File: src/qdo_pkg.sv
`default_nettype none
package qdo_pkg;
  localparam int unsigned NUM_POINTS   = 16;
  localparam int unsigned NUM_CH       = 4;
  localparam int unsigned CODE_W       = 12;
  localparam int unsigned LO_BYTE_W    = 8;
  localparam int unsigned HI_CODE_W    = 4;
  localparam int unsigned SEL_LSB      = 12;
  localparam logic [11:0] CODE_RST     = 12'h000;
  localparam logic [11:0] CODE_FULL    = 12'hFFF;
  localparam logic [3:0]  SEL_NONE     = 4'h0;

  // range code per channel
  typedef enum logic [1:0] {
    QDO_RANGE_10V = 2'b00,
    QDO_RANGE_5V  = 2'b01
  } qdo_range_t;

  localparam qdo_range_t RANGE_RST = QDO_RANGE_10V;
endpackage
`default_nettype wire

File: src/qdo_code_mem.sv
`timescale 1ns/1ns
`default_nettype none
// holds the latched code of each channel; read data come straight from the entries, with no read register
module qdo_code_mem #(
  parameter int unsigned DEPTH = 4,
  parameter int unsigned WIDTH = 12
) (
  input  wire logic                     sys_clk_i,
  input  wire logic                     nrst_i,
  input  wire logic [DEPTH-1:0]         wr_en_i,
  input  wire logic [WIDTH-1:0]         wr_data_i,
  output logic      [DEPTH*WIDTH-1:0]   rd_data_o
);
  logic [WIDTH-1:0] mem_reg  [DEPTH];
  logic [WIDTH-1:0] mem_next [DEPTH];

  genvar g;
  generate
    for (g = 0; g < DEPTH; g++) begin : g_ent
      always_comb begin
        mem_next[g] = wr_en_i[g] ? wr_data_i : mem_reg[g];
      end
      always_ff @(posedge sys_clk_i) begin
        if (!nrst_i) begin
          mem_reg[g] <= WIDTH'(qdo_pkg::CODE_RST);
        end else begin
          mem_reg[g] <= mem_next[g];
        end
      end
      assign rd_data_o[g*WIDTH +: WIDTH] = mem_reg[g];
    end
  endgenerate
endmodule
`default_nettype wire

File: src/qdo_output_port.sv
`timescale 1ns/1ns
`default_nettype none
// Function
// - occupies sixteen output image points
// - at most one channel updated per scan
// - top four points select channels 1..4
// - twelve points form unsigned binary code
// - code 0..FFF maps linearly over range
// - per-channel range 0-5V or 4-12mA selectable
// - default range 0-10V / 4-20mA
module qdo_output_port #(
  parameter int unsigned NUM_CH = qdo_pkg::NUM_CH,
  parameter int unsigned CODE_W = qdo_pkg::CODE_W
) (
  input  wire logic                      sys_clk_i,
  input  wire logic                      nrst_i,
  input  wire logic [15:0]               image_i,
  input  wire logic                      scan_strobe_i,
  input  wire logic [NUM_CH-1:0]         range_half_i,
  output logic      [NUM_CH*CODE_W-1:0]  dac_code_o,
  output logic      [NUM_CH-1:0]         range_half_o,
  output logic      [NUM_CH-1:0]         update_o,
  output logic                           sel_error_o
);
  logic [CODE_W-1:0] code_w;
  logic [NUM_CH-1:0] sel_w;
  logic              one_hot_w;
  logic [NUM_CH-1:0] wr_en_w;
  logic [NUM_CH-1:0] range_reg;
  logic [NUM_CH-1:0] range_next;
  logic [NUM_CH-1:0] upd_reg;
  logic [NUM_CH-1:0] upd_next;
  logic              err_reg;
  logic              err_next;

  always_comb begin
    // code bits 7:0 from low byte, 11:8 from low nibble of high byte
    code_w    = image_i[CODE_W-1:0];
    sel_w     = image_i[qdo_pkg::SEL_LSB +: NUM_CH];
    one_hot_w = (sel_w != '0) && ((sel_w & (sel_w - 1'b1)) == '0);
    // several select lines in one scan update nothing
    wr_en_w   = (scan_strobe_i && one_hot_w) ? sel_w : '0;
    upd_next  = wr_en_w;
    err_next  = scan_strobe_i && !one_hot_w && (sel_w != '0);
    range_next = range_half_i;
  end

  always_ff @(posedge sys_clk_i) begin
    if (!nrst_i) begin
      range_reg <= {NUM_CH{qdo_pkg::RANGE_RST == qdo_pkg::QDO_RANGE_5V}};
      upd_reg   <= '0;
      err_reg   <= 1'b0;
    end else begin
      range_reg <= range_next;
      upd_reg   <= upd_next;
      err_reg   <= err_next;
    end
  end

  // code is passed unchanged to the converter: linear, 0 low, FFF high
  qdo_code_mem #(
    .DEPTH (NUM_CH),
    .WIDTH (CODE_W)
  ) u_mem (
    .sys_clk_i (sys_clk_i),
    .nrst_i    (nrst_i),
    .wr_en_i   (wr_en_w),
    .wr_data_i (code_w),
    .rd_data_o (dac_code_o)
  );

  assign range_half_o = range_reg;
  assign update_o     = upd_reg;
  assign sel_error_o  = err_reg;

  genvar c;
  generate
    for (c = 0; c < NUM_CH; c++) begin : g_ch_chk

    end
  endgenerate
endmodule
`default_nettype wire

File: config.mk
export PLATFORM = sky130hd
export DESIGN_NAME = qdo_output_port
export DESIGN_NICKNAME = d
export VERILOG_FILES = /design/src/qdo_pkg.sv /design/src/qdo_code_mem.sv /design/src/qdo_output_port.sv
export SDC_FILE = /design/constraint.sdc
export NUM_CORES = 1
export LEC_CHECK = 0
export ABC_AREA = 1
export BUFFER_PORTS_ARGS = -buffer_cell sky130_fd_sc_hd__buf_2
export CAP_MARGIN = 5
export CORE_MARGIN = 2
export CORE_UTILIZATION = 30
export CTS_CLUSTER_SIZE = 40
export DETAILED_ROUTE_END_ITERATION = 12
export GPL_TIMING_DRIVEN = 0
export PLACE_DENSITY = 0.64
export SLEW_MARGIN = 20
export SYNTH_ARGS = -nofsm -noshare
export SYNTH_HDL_FRONTEND = slang
export SYNTH_SLANG_ARGS = --single-unit
File: constraint.sdc
create_clock -name sys_clk_i -period 1 [get_ports sys_clk_i]
set_input_delay 0.1 -clock sys_clk_i [delete_from_list [all_inputs] [get_ports sys_clk_i]]
set_output_delay 0.1 -clock sys_clk_i [all_outputs]
set_load 0.005 [all_outputs]
# Word level (Yosys, flattened, before mapping)
# Memories as Yosys holds them, arrays and structs flattened.
# Index checks and enable logic that the tools add are counted.
# totals
mem_count	1
inputBits	23
ram_bits	48
register_bits	9
output_inout_bits	57
elab_cells	28
latch_bits	0
mem_bits_ro	0
# memory_table
name	depth	width	rd	rd_clocked_by_memory_dff	wr	line_no	rtl
u_mem.mem_reg	4	12	4	0	4	qdo_code_mem.sv:14	logic [WIDTH-1:0] mem_reg [DEPTH];
# classes
addsub	1
order_cmp	0
bitwise_logic	5
n_mux	11
multipliers	0
reduce_logical	7
eq_ne	0
shifts	0
div_mod_pow	0
# ops
operator	count
12-bit 2-to-1 mux	8
4-bit bitwise AND	1
1-bit logical AND	4
4-bit zero test	1
4-bit 2-to-1 mux	1
1-bit OR	4
4-bit nonzero test	1
4-bit by 1-bit subtractor with 4-bit output (second input constant)	1
1-bit 2-to-1 mux	2
1-bit zero test	1

# Longest topological paths before layout
# Gate-level depths: netlist of the first run.
# depth
ltp_word	8
ltp_mapped	8
mapped_depth_nobuf	7

# Cells and area by module
# A second synthesis of the first run with hierarchy kept.
# unflattened
hier_cells	306
area_unflattened_um2	2296.0
# modules_own_cells
module	area_each_um2	cells_per_inst	seq_area_each_um2	n_inst
qdo_code_mem	1978.1	265	960.9	1
qdo_output_port	317.8	41	180.2	1

# Worst setup path before layout of the first run
# No wires, ideal clock.
# synth_timing
path_kind	input -> register
start	input port image_i[13]
end	memory u_mem.mem_reg[3][2] (netlist: u_mem.mem_reg[1][14])
arrival_ns	0.988
path_buffers	1
cell_stages	8
t_required_ns	0.936
slack_ns	-0.052
setup_ns	0.064
path_cell_list	nor2_1 > nand2_1 > nand2_2 > nand3_2 > buf_2 > nand2_1 > inv_1 > nor2_1
# synth_rtl
item	line_no	rtl
from (decl)	qdo_output_port.sv:17	input wire logic [15:0] image_i,
to (decl)	qdo_code_mem.sv:14	

==> results of run 1 <==
-- through the flow --
stage / total power (uW) / worst slack [ps] / setup TNS (ps) / cells / hold WS [ps]
final: 4730 / 94.0 / 0 / 535 / 108
after global routing: 4980 / -3.31 / -3.31 / 535 / 126
after CTS: 4800 / 69.3 / 0 / 533 / 101
after detailed placement: 2940 / -371 / -13950 / 513 / 286
after global placement: 2930 / -345 / -13280 / 513 / 279
after floorplan: 2730 / 1.12 / 0 / 332 / 198
-- worst min-delay path, delay by kind of cell --
family / cells / cell delay [ps]
and+or+nand+nor: 1 / 110
buffers and inverters: 2 / 200
-- cells in the final DEF (no fill, tap or decap) --
| cell | Yosys | routed |
|---|---|---|
| nand4_1 | 26 | 26 |
| clkbuf_1 | 6 | 9 |
| buf_6 | 1 | 4 |
| buf_2 | 9 | 83 |
| nand2_1 | 57 | 57 |
| nor2_1 | 78 | 77 |
| nor2_4 | 0 | 1 |
| nand2_4 | 0 | 1 |
| a21oi_1 | 24 | 24 |
| dlygate4sd3_1 | 0 | 4 |
| nor2_2 | 1 | 1 |
| buf_4 | 0 | 6 |
| clkbuf_8 | 0 | 11 |
| inv_2 | 2 | 2 |
| dfxtp_1 | 57 | 57 |
| nand3_2 | 2 | 2 |
| a21oi_4 | 1 | 1 |
| inv_1 | 66 | 66 |
| buf_1 | 1 | 1 |
-- power by group through the flow --
stage	combinational, uW	clock, uW	sequential [uW]
finish	537	1820	2380
global route	608	1990	2380
CTS	534	1890	2370
detailed placement	516	0	2420
global placement	511	0	2420
floorplan	293	0	2430
-- layer usage --
layer  GRT usage  vias to the layer above
li1            -                     1195
met1       0.173                      961
met2       0.235                       85
met3      0.0583                       27
met4       0.116                        0
met5           0                        -
-- Yosys cell counts (all sizes together) --
library cell,n
inv,68
dfxtp,57
nand4,26
nand3,2
buf,11
clkbuf,6
nand2,58
a21oi,25
nor2,79
-- layout make-up --
cell class,instances,share of cell area
clock buffer,14,0.0523
buffer,17,0.0342
sequential,57,0.367
inverter,68,0.0821
timing repair buffer,87,0.150
multi-input combinational,190,0.274
tap,102,0.0410
-- what timing repair did --
action | CTS | global route
pin swaps | 1 | 2
setup buffers | 2 | 2
cloned | 0 | 0
hold buffers | 4 | 0
resized for setup | 0 | 8
endpoints found under the hold margin | 4 | 0
endpoints found under the setup margin | 3 | 19
-- worst max-delay path by stage --
stage / slack (ps) / start / depth (start not counted) / to
3_5_place_dp: -370 / image_i[14] / 6 / u_mem.mem_reg[0][8]
3_3_place_gp: -350 / image_i[14] / 6 / u_mem.mem_reg[0][0]
5_1_grt: -3 / image_i[15] / 9 / u_mem.mem_reg[1][22]
2_1_floorplan: 1 / image_i[14] / 5 / u_mem.mem_reg[0][10]
6_report: 90 / image_i[15] / 8 / u_mem.mem_reg[1][11]
4_1_cts: 70 / image_i[14] / 6 / u_mem.mem_reg[0][19]
-- kinds of logic (layout without fill, tap and decap cells) --
logic type      count (synthesis)  after routing
simple gates                  165            165
compound gates                 25             25
buf+inv                        85            186
flops                          57             57
==> flow_summary.yaml, run 1 <==
outcome:
  status: "complete, no violations"
cells_and_area:
  fin_nets: 453
  seq_area_um2: 1140
  drive_gt1_frac: 0.259
  multi_input_area_um2: 851
  area_growth_pct: 34.2
  final_util: 0.409
  largest_register_ffs: 48
  antenna_cells: 0
  n_fill_cell: 821
  fin_area_um2: 3110
drt:
  top_layer_used: "met4"
  vias_per_cell: 4.24
  post-route-drc-count: 0
  drt_iter0_drc: 121
  dr.pass1.iters: 4
  avgRoutedWirePerCell_um: 11.8
  met2_length_um: 2860
  met3_length_um: 524
  m1WireLength_um: 2640
  wl_um: 6320
  drtAntennaViolNets: 0
  dr_total_vias: 2268
logic_synthesis:
  synth_compound_area_frac: 0.0589
  synth_area_leader_cell: "dfxtp_1"
  ys_seq_area_frac: 0.492
  syn-instance-count: 332
  synth_top_family_by_area: "simple AND/OR/NAND/NOR gates"
  synth-simple-area-share: 0.303
  avgSynthCellArea_um2: 6.98
  synthDistinctLibCells: 15
  synthAdderAreaFrac: 0
  synth_nets: 355
  syn_area_um2: 2320
  muxShareOfSynthArea: 0
  ys_warn_count: 0
  synth.area.top_cells: "dfxtp_1 (49%), nor2_1 (13%), inv_1 (11%)"
  synth_xor_area_frac: 0
  synth.ff_latch_count: 57
  synth_top_area_frac: 0.492
sta:
  post-route-period-util: 0.906
  skew_ps: 0
  relSlewSlack: 0.719
  fmax_mhz: 1100
  drv_slew: 0
  final.min_clock_period_ps: 906
  tightest_slew_ps: 422
  finalSetupViolCount: 0
  hold_violations: 0
pwr:
  p_clk_frac: 0.385
  p_comb_frac: 0.114
  p_leak_uw: 0.00169
  p_switching_uw: 1170
  vdd_ir_drop_max_mv: 0.615
  p_per_area_nw_per_um2: 1520
  p_int_uw: 3560
  power_frac_seq: 0.502
  swShare: 0.248
setup_path:
  end_kind: "flip-flop"
  reg2reg_depth: 2
  worstReg2RegEnd: "u_mem.mem_reg[0][3]"
  arrival_ps: 1140
  cpPeakStageDelay_ps: 210
  cp_cell_sequence: "buf_2 -> nor2_4 -> nand2_1 -> nand2_4 -> buf_2 -> nand4_1 -> nand2_1 -> nor2_1"
  critPathTopFamily: "simple AND/OR/NAND/NOR gates"
  critPathMaxFanout: 10
  timing.rr.start: "u_mem.mem_reg[0][3]"
  path_class: "primary input to flip-flop"
  start_kind: "primary input"
  required_ps: 1230
  r2r_slack_ps: 350
  crit_slowest_cell: "buf_2"
  cp_num_buf_inv: 2
placement:
  dpl.hpwl_um: 4560
  gp_congestion: 0.736
  post_dp_cell_area_um2: 2860
  port_buffers: 79
die:
  die_h_um: 91.9
  die-width_um: 91.9
  start_util: 0.305
  rows: 32
  ios: 80
  core_area_um2: 7610
  die_area_um2: 8440
cts:
  cts_tree: "built"
  numCtsBuffers: 9
  h-tree-depth: 3
  clock_tree.root_cell: "clkbuf_8"
  cts_max_path_buffers: 2
  clock_sinks: 57
  clk-insertion-delay-late_ps: 340
  clk_pin_slew_ps: 60
grt:
  antenna_found_initial: 0
  grt_pass1_wl_um: 9820
  grtUsageTotal: 0.154
  grt_pass1_vias: 2097
  grt_overflow_total: 0
  grt_max_degree: 11
min_path:
  holdPathStages: 3
  hold_path_end: "u_mem.mem_reg[0][12]"
  hold_class: "primary input to flip-flop"
  hp-start: "nrst_i"
flow_run:
  maxCapViolCount: 0
(Power assumes the default switching activity.)
==> run 2: changes to the inputs <==
- CORE_MARGIN: 2 -> default
- CORE_UTILIZATION: 30 -> 44
- PLACE_DENSITY: 0.64 -> 0.84
- SETUP_SLACK_MARGIN: default -> 0.15
==> flow_summary.yaml, run 2 (synthesis results as in run 1) <==
outcome:
  status: "complete, no violations"
cells_and_area:
  fin_area_um2: 3720
  n_fill_cell: 360
  seq_area_um2: 1200
  fin_nets: 485
  multi_input_area_um2: 960
  antenna_cells: 0
  drive_gt1_frac: 0.485
  layout_common_cells: "nor2_1 (67), inv_1 (66), buf_2 (60)"
  final_common_cell: "nor2_1"
  fin_cells: 536
  area_growth_pct: 60.5
  largest_register_ffs: 48
sta:
  post-route-period-util: 0.914
  rsz0062_at_grt: "true"
  skew_ps: 0
  tightest_slew_ps: 431
  final.min_clock_period_ps: 914
  finalSetupViolCount: 0
  drv_slew: 0
  hold_violations: 0
  fmax_mhz: 1090
  relSlewSlack: 0.713
cts:
  clk_pin_slew_ps: 70
  cts_max_path_buffers: 2
  clock_tree.root_cell: "clkbuf_8"
  cts_tree: "built"
  numCtsBuffers: 9
  clock_sinks: 57
  h-tree-depth: 3
  clk-insertion-delay-late_ps: 350
setup_path:
  start_kind: "flip-flop"
  cp_cell_sequence: "buf_2"
  cp_num_buf_inv: 1
  required_ps: 900
  path_class: "flip-flop to output pin"
  r2r_slack_ps: 240
  arrival_ps: 810
  critPathTopFamily: "flip-flops"
  critPathMaxFanout: 2
  cpPeakStageDelay_ps: 350
  crit_slowest_cell: "dfxtp_2"
  end_kind: "output pin"
drt:
  dr_total_vias: 2500
  post-route-drc-count: 0
  avgRoutedWirePerCell_um: 13.5
  vias_per_cell: 4.66
  drtAntennaViolNets: 0
  dr.pass1.iters: 4
  drt_iter0_drc: 100
  wl_um: 7230
pwr:
  vdd_ir_drop_max_mv: 1.46
  p_leak_uw: 0.00196
  p_comb_frac: 0.126
  p_clk_frac: 0.434
  power_frac_seq: 0.440
  p_int_uw: 4120
  p_switching_uw: 1330
  swShare: 0.244
  p_per_area_nw_per_um2: 1460
  finalPower_uw: 5440
placement:
  dp.cells: 481
  port_buffers: 79
  dpl.hpwl_um: 4030
  gp_congestion: 0.776
  post_dp_cell_area_um2: 2900
die:
  start_util: 0.457
  die_area_um2: 5560
  rows: 26
  die_h_um: 74.6
  ios: 80
  die-width_um: 74.6
  core_area_um2: 5070
flow_run:
  maxCapViolCount: 0
grt:
  grt_overflow_total: 0
  grtUsageTotal: 0.242
  grt_pass1_vias: 2141
  antenna_found_initial: 0
  grt_max_degree: 11
  grt_pass1_wl_um: 9740
min_path:
  hold_class: "primary input to flip-flop"
run 2: final timing paths:
kind,startpoint,endpoint,depth (start not counted)
worst max-delay path,u_mem.mem_reg[0][22],dac_code_o[22],1
worst min-delay path,image_i[14],u_mem.mem_reg[1][8],4
worst max register to register,u_mem.mem_reg[0][1],u_mem.mem_reg[0][1],3
worst min register to register,u_mem.mem_reg[0][16],u_mem.mem_reg[0][16],2
run 2: power by group through the flow:
| stage | Combinational [uW] | Sequential, uW | Clock (uW) |
|---|---|---|---|
| floorplan | 310 | 2440 | 0 |
| global placement | 508 | 2420 | 0 |
| detailed placement | 520 | 2430 | 0 |
| CTS | 568 | 2390 | 2360 |
| global route | 754 | 2400 | 2480 |
| finish | 688 | 2390 | 2360 |
run 2: timing repair:
action / 4_1_cts / 5_1_grt
resized for setup: 56 / 58
pin swaps: 4 / 10
setup endpoints to repair: 99 / 103
hold endpoints to repair: 4 / 0
setup buffers: 18 / 13
cloned: 0 / 5
hold buffers: 4 / 0
run 2: routing by layer:
| layer | wire length (um) | GRT usage | vias to the layer above | share of wire |
|---|---|---|---|---|
| met5 | 0 | 0 | - | 0 |
| li1 | - | - | 1261 | - |
| met1 | 2870 | 0.290 | 1115 | 0.40 |
| met3 | 562 | 0.0813 | 18 | 0.078 |
| met4 | 178 | 0.119 | 0 | 0.025 |
| met2 | 3610 | 0.387 | 106 | 0.50 |
run 2: layout make-up:
cell class,count,area share
Buffer,17,0.0380
Clock buffer,12,0.0390
Clock inverter,3,0.0175
Inverter,68,0.0686
Multi-Input combinational cell,190,0.258
Sequential cell,57,0.324
Tap cell,70,0.0236
Timing Repair Buffer,119,0.231
run 2: per-stage QoR:
stage / setup TNS [ps] / utilization / hold WS (ps) / worst slack, ps
after floorplan: 0 / - / 198 / 14.6
after global placement: -11410 / 0.571 / 279 / -274
after detailed placement: -12480 / 0.571 / 286 / -290
after CTS: 0 / 0.666 / 103 / 86.1
after global routing: 0 / 0.733 / 91.2 / 75.6
final: 0 / 0.733 / 91.3 / 86.1
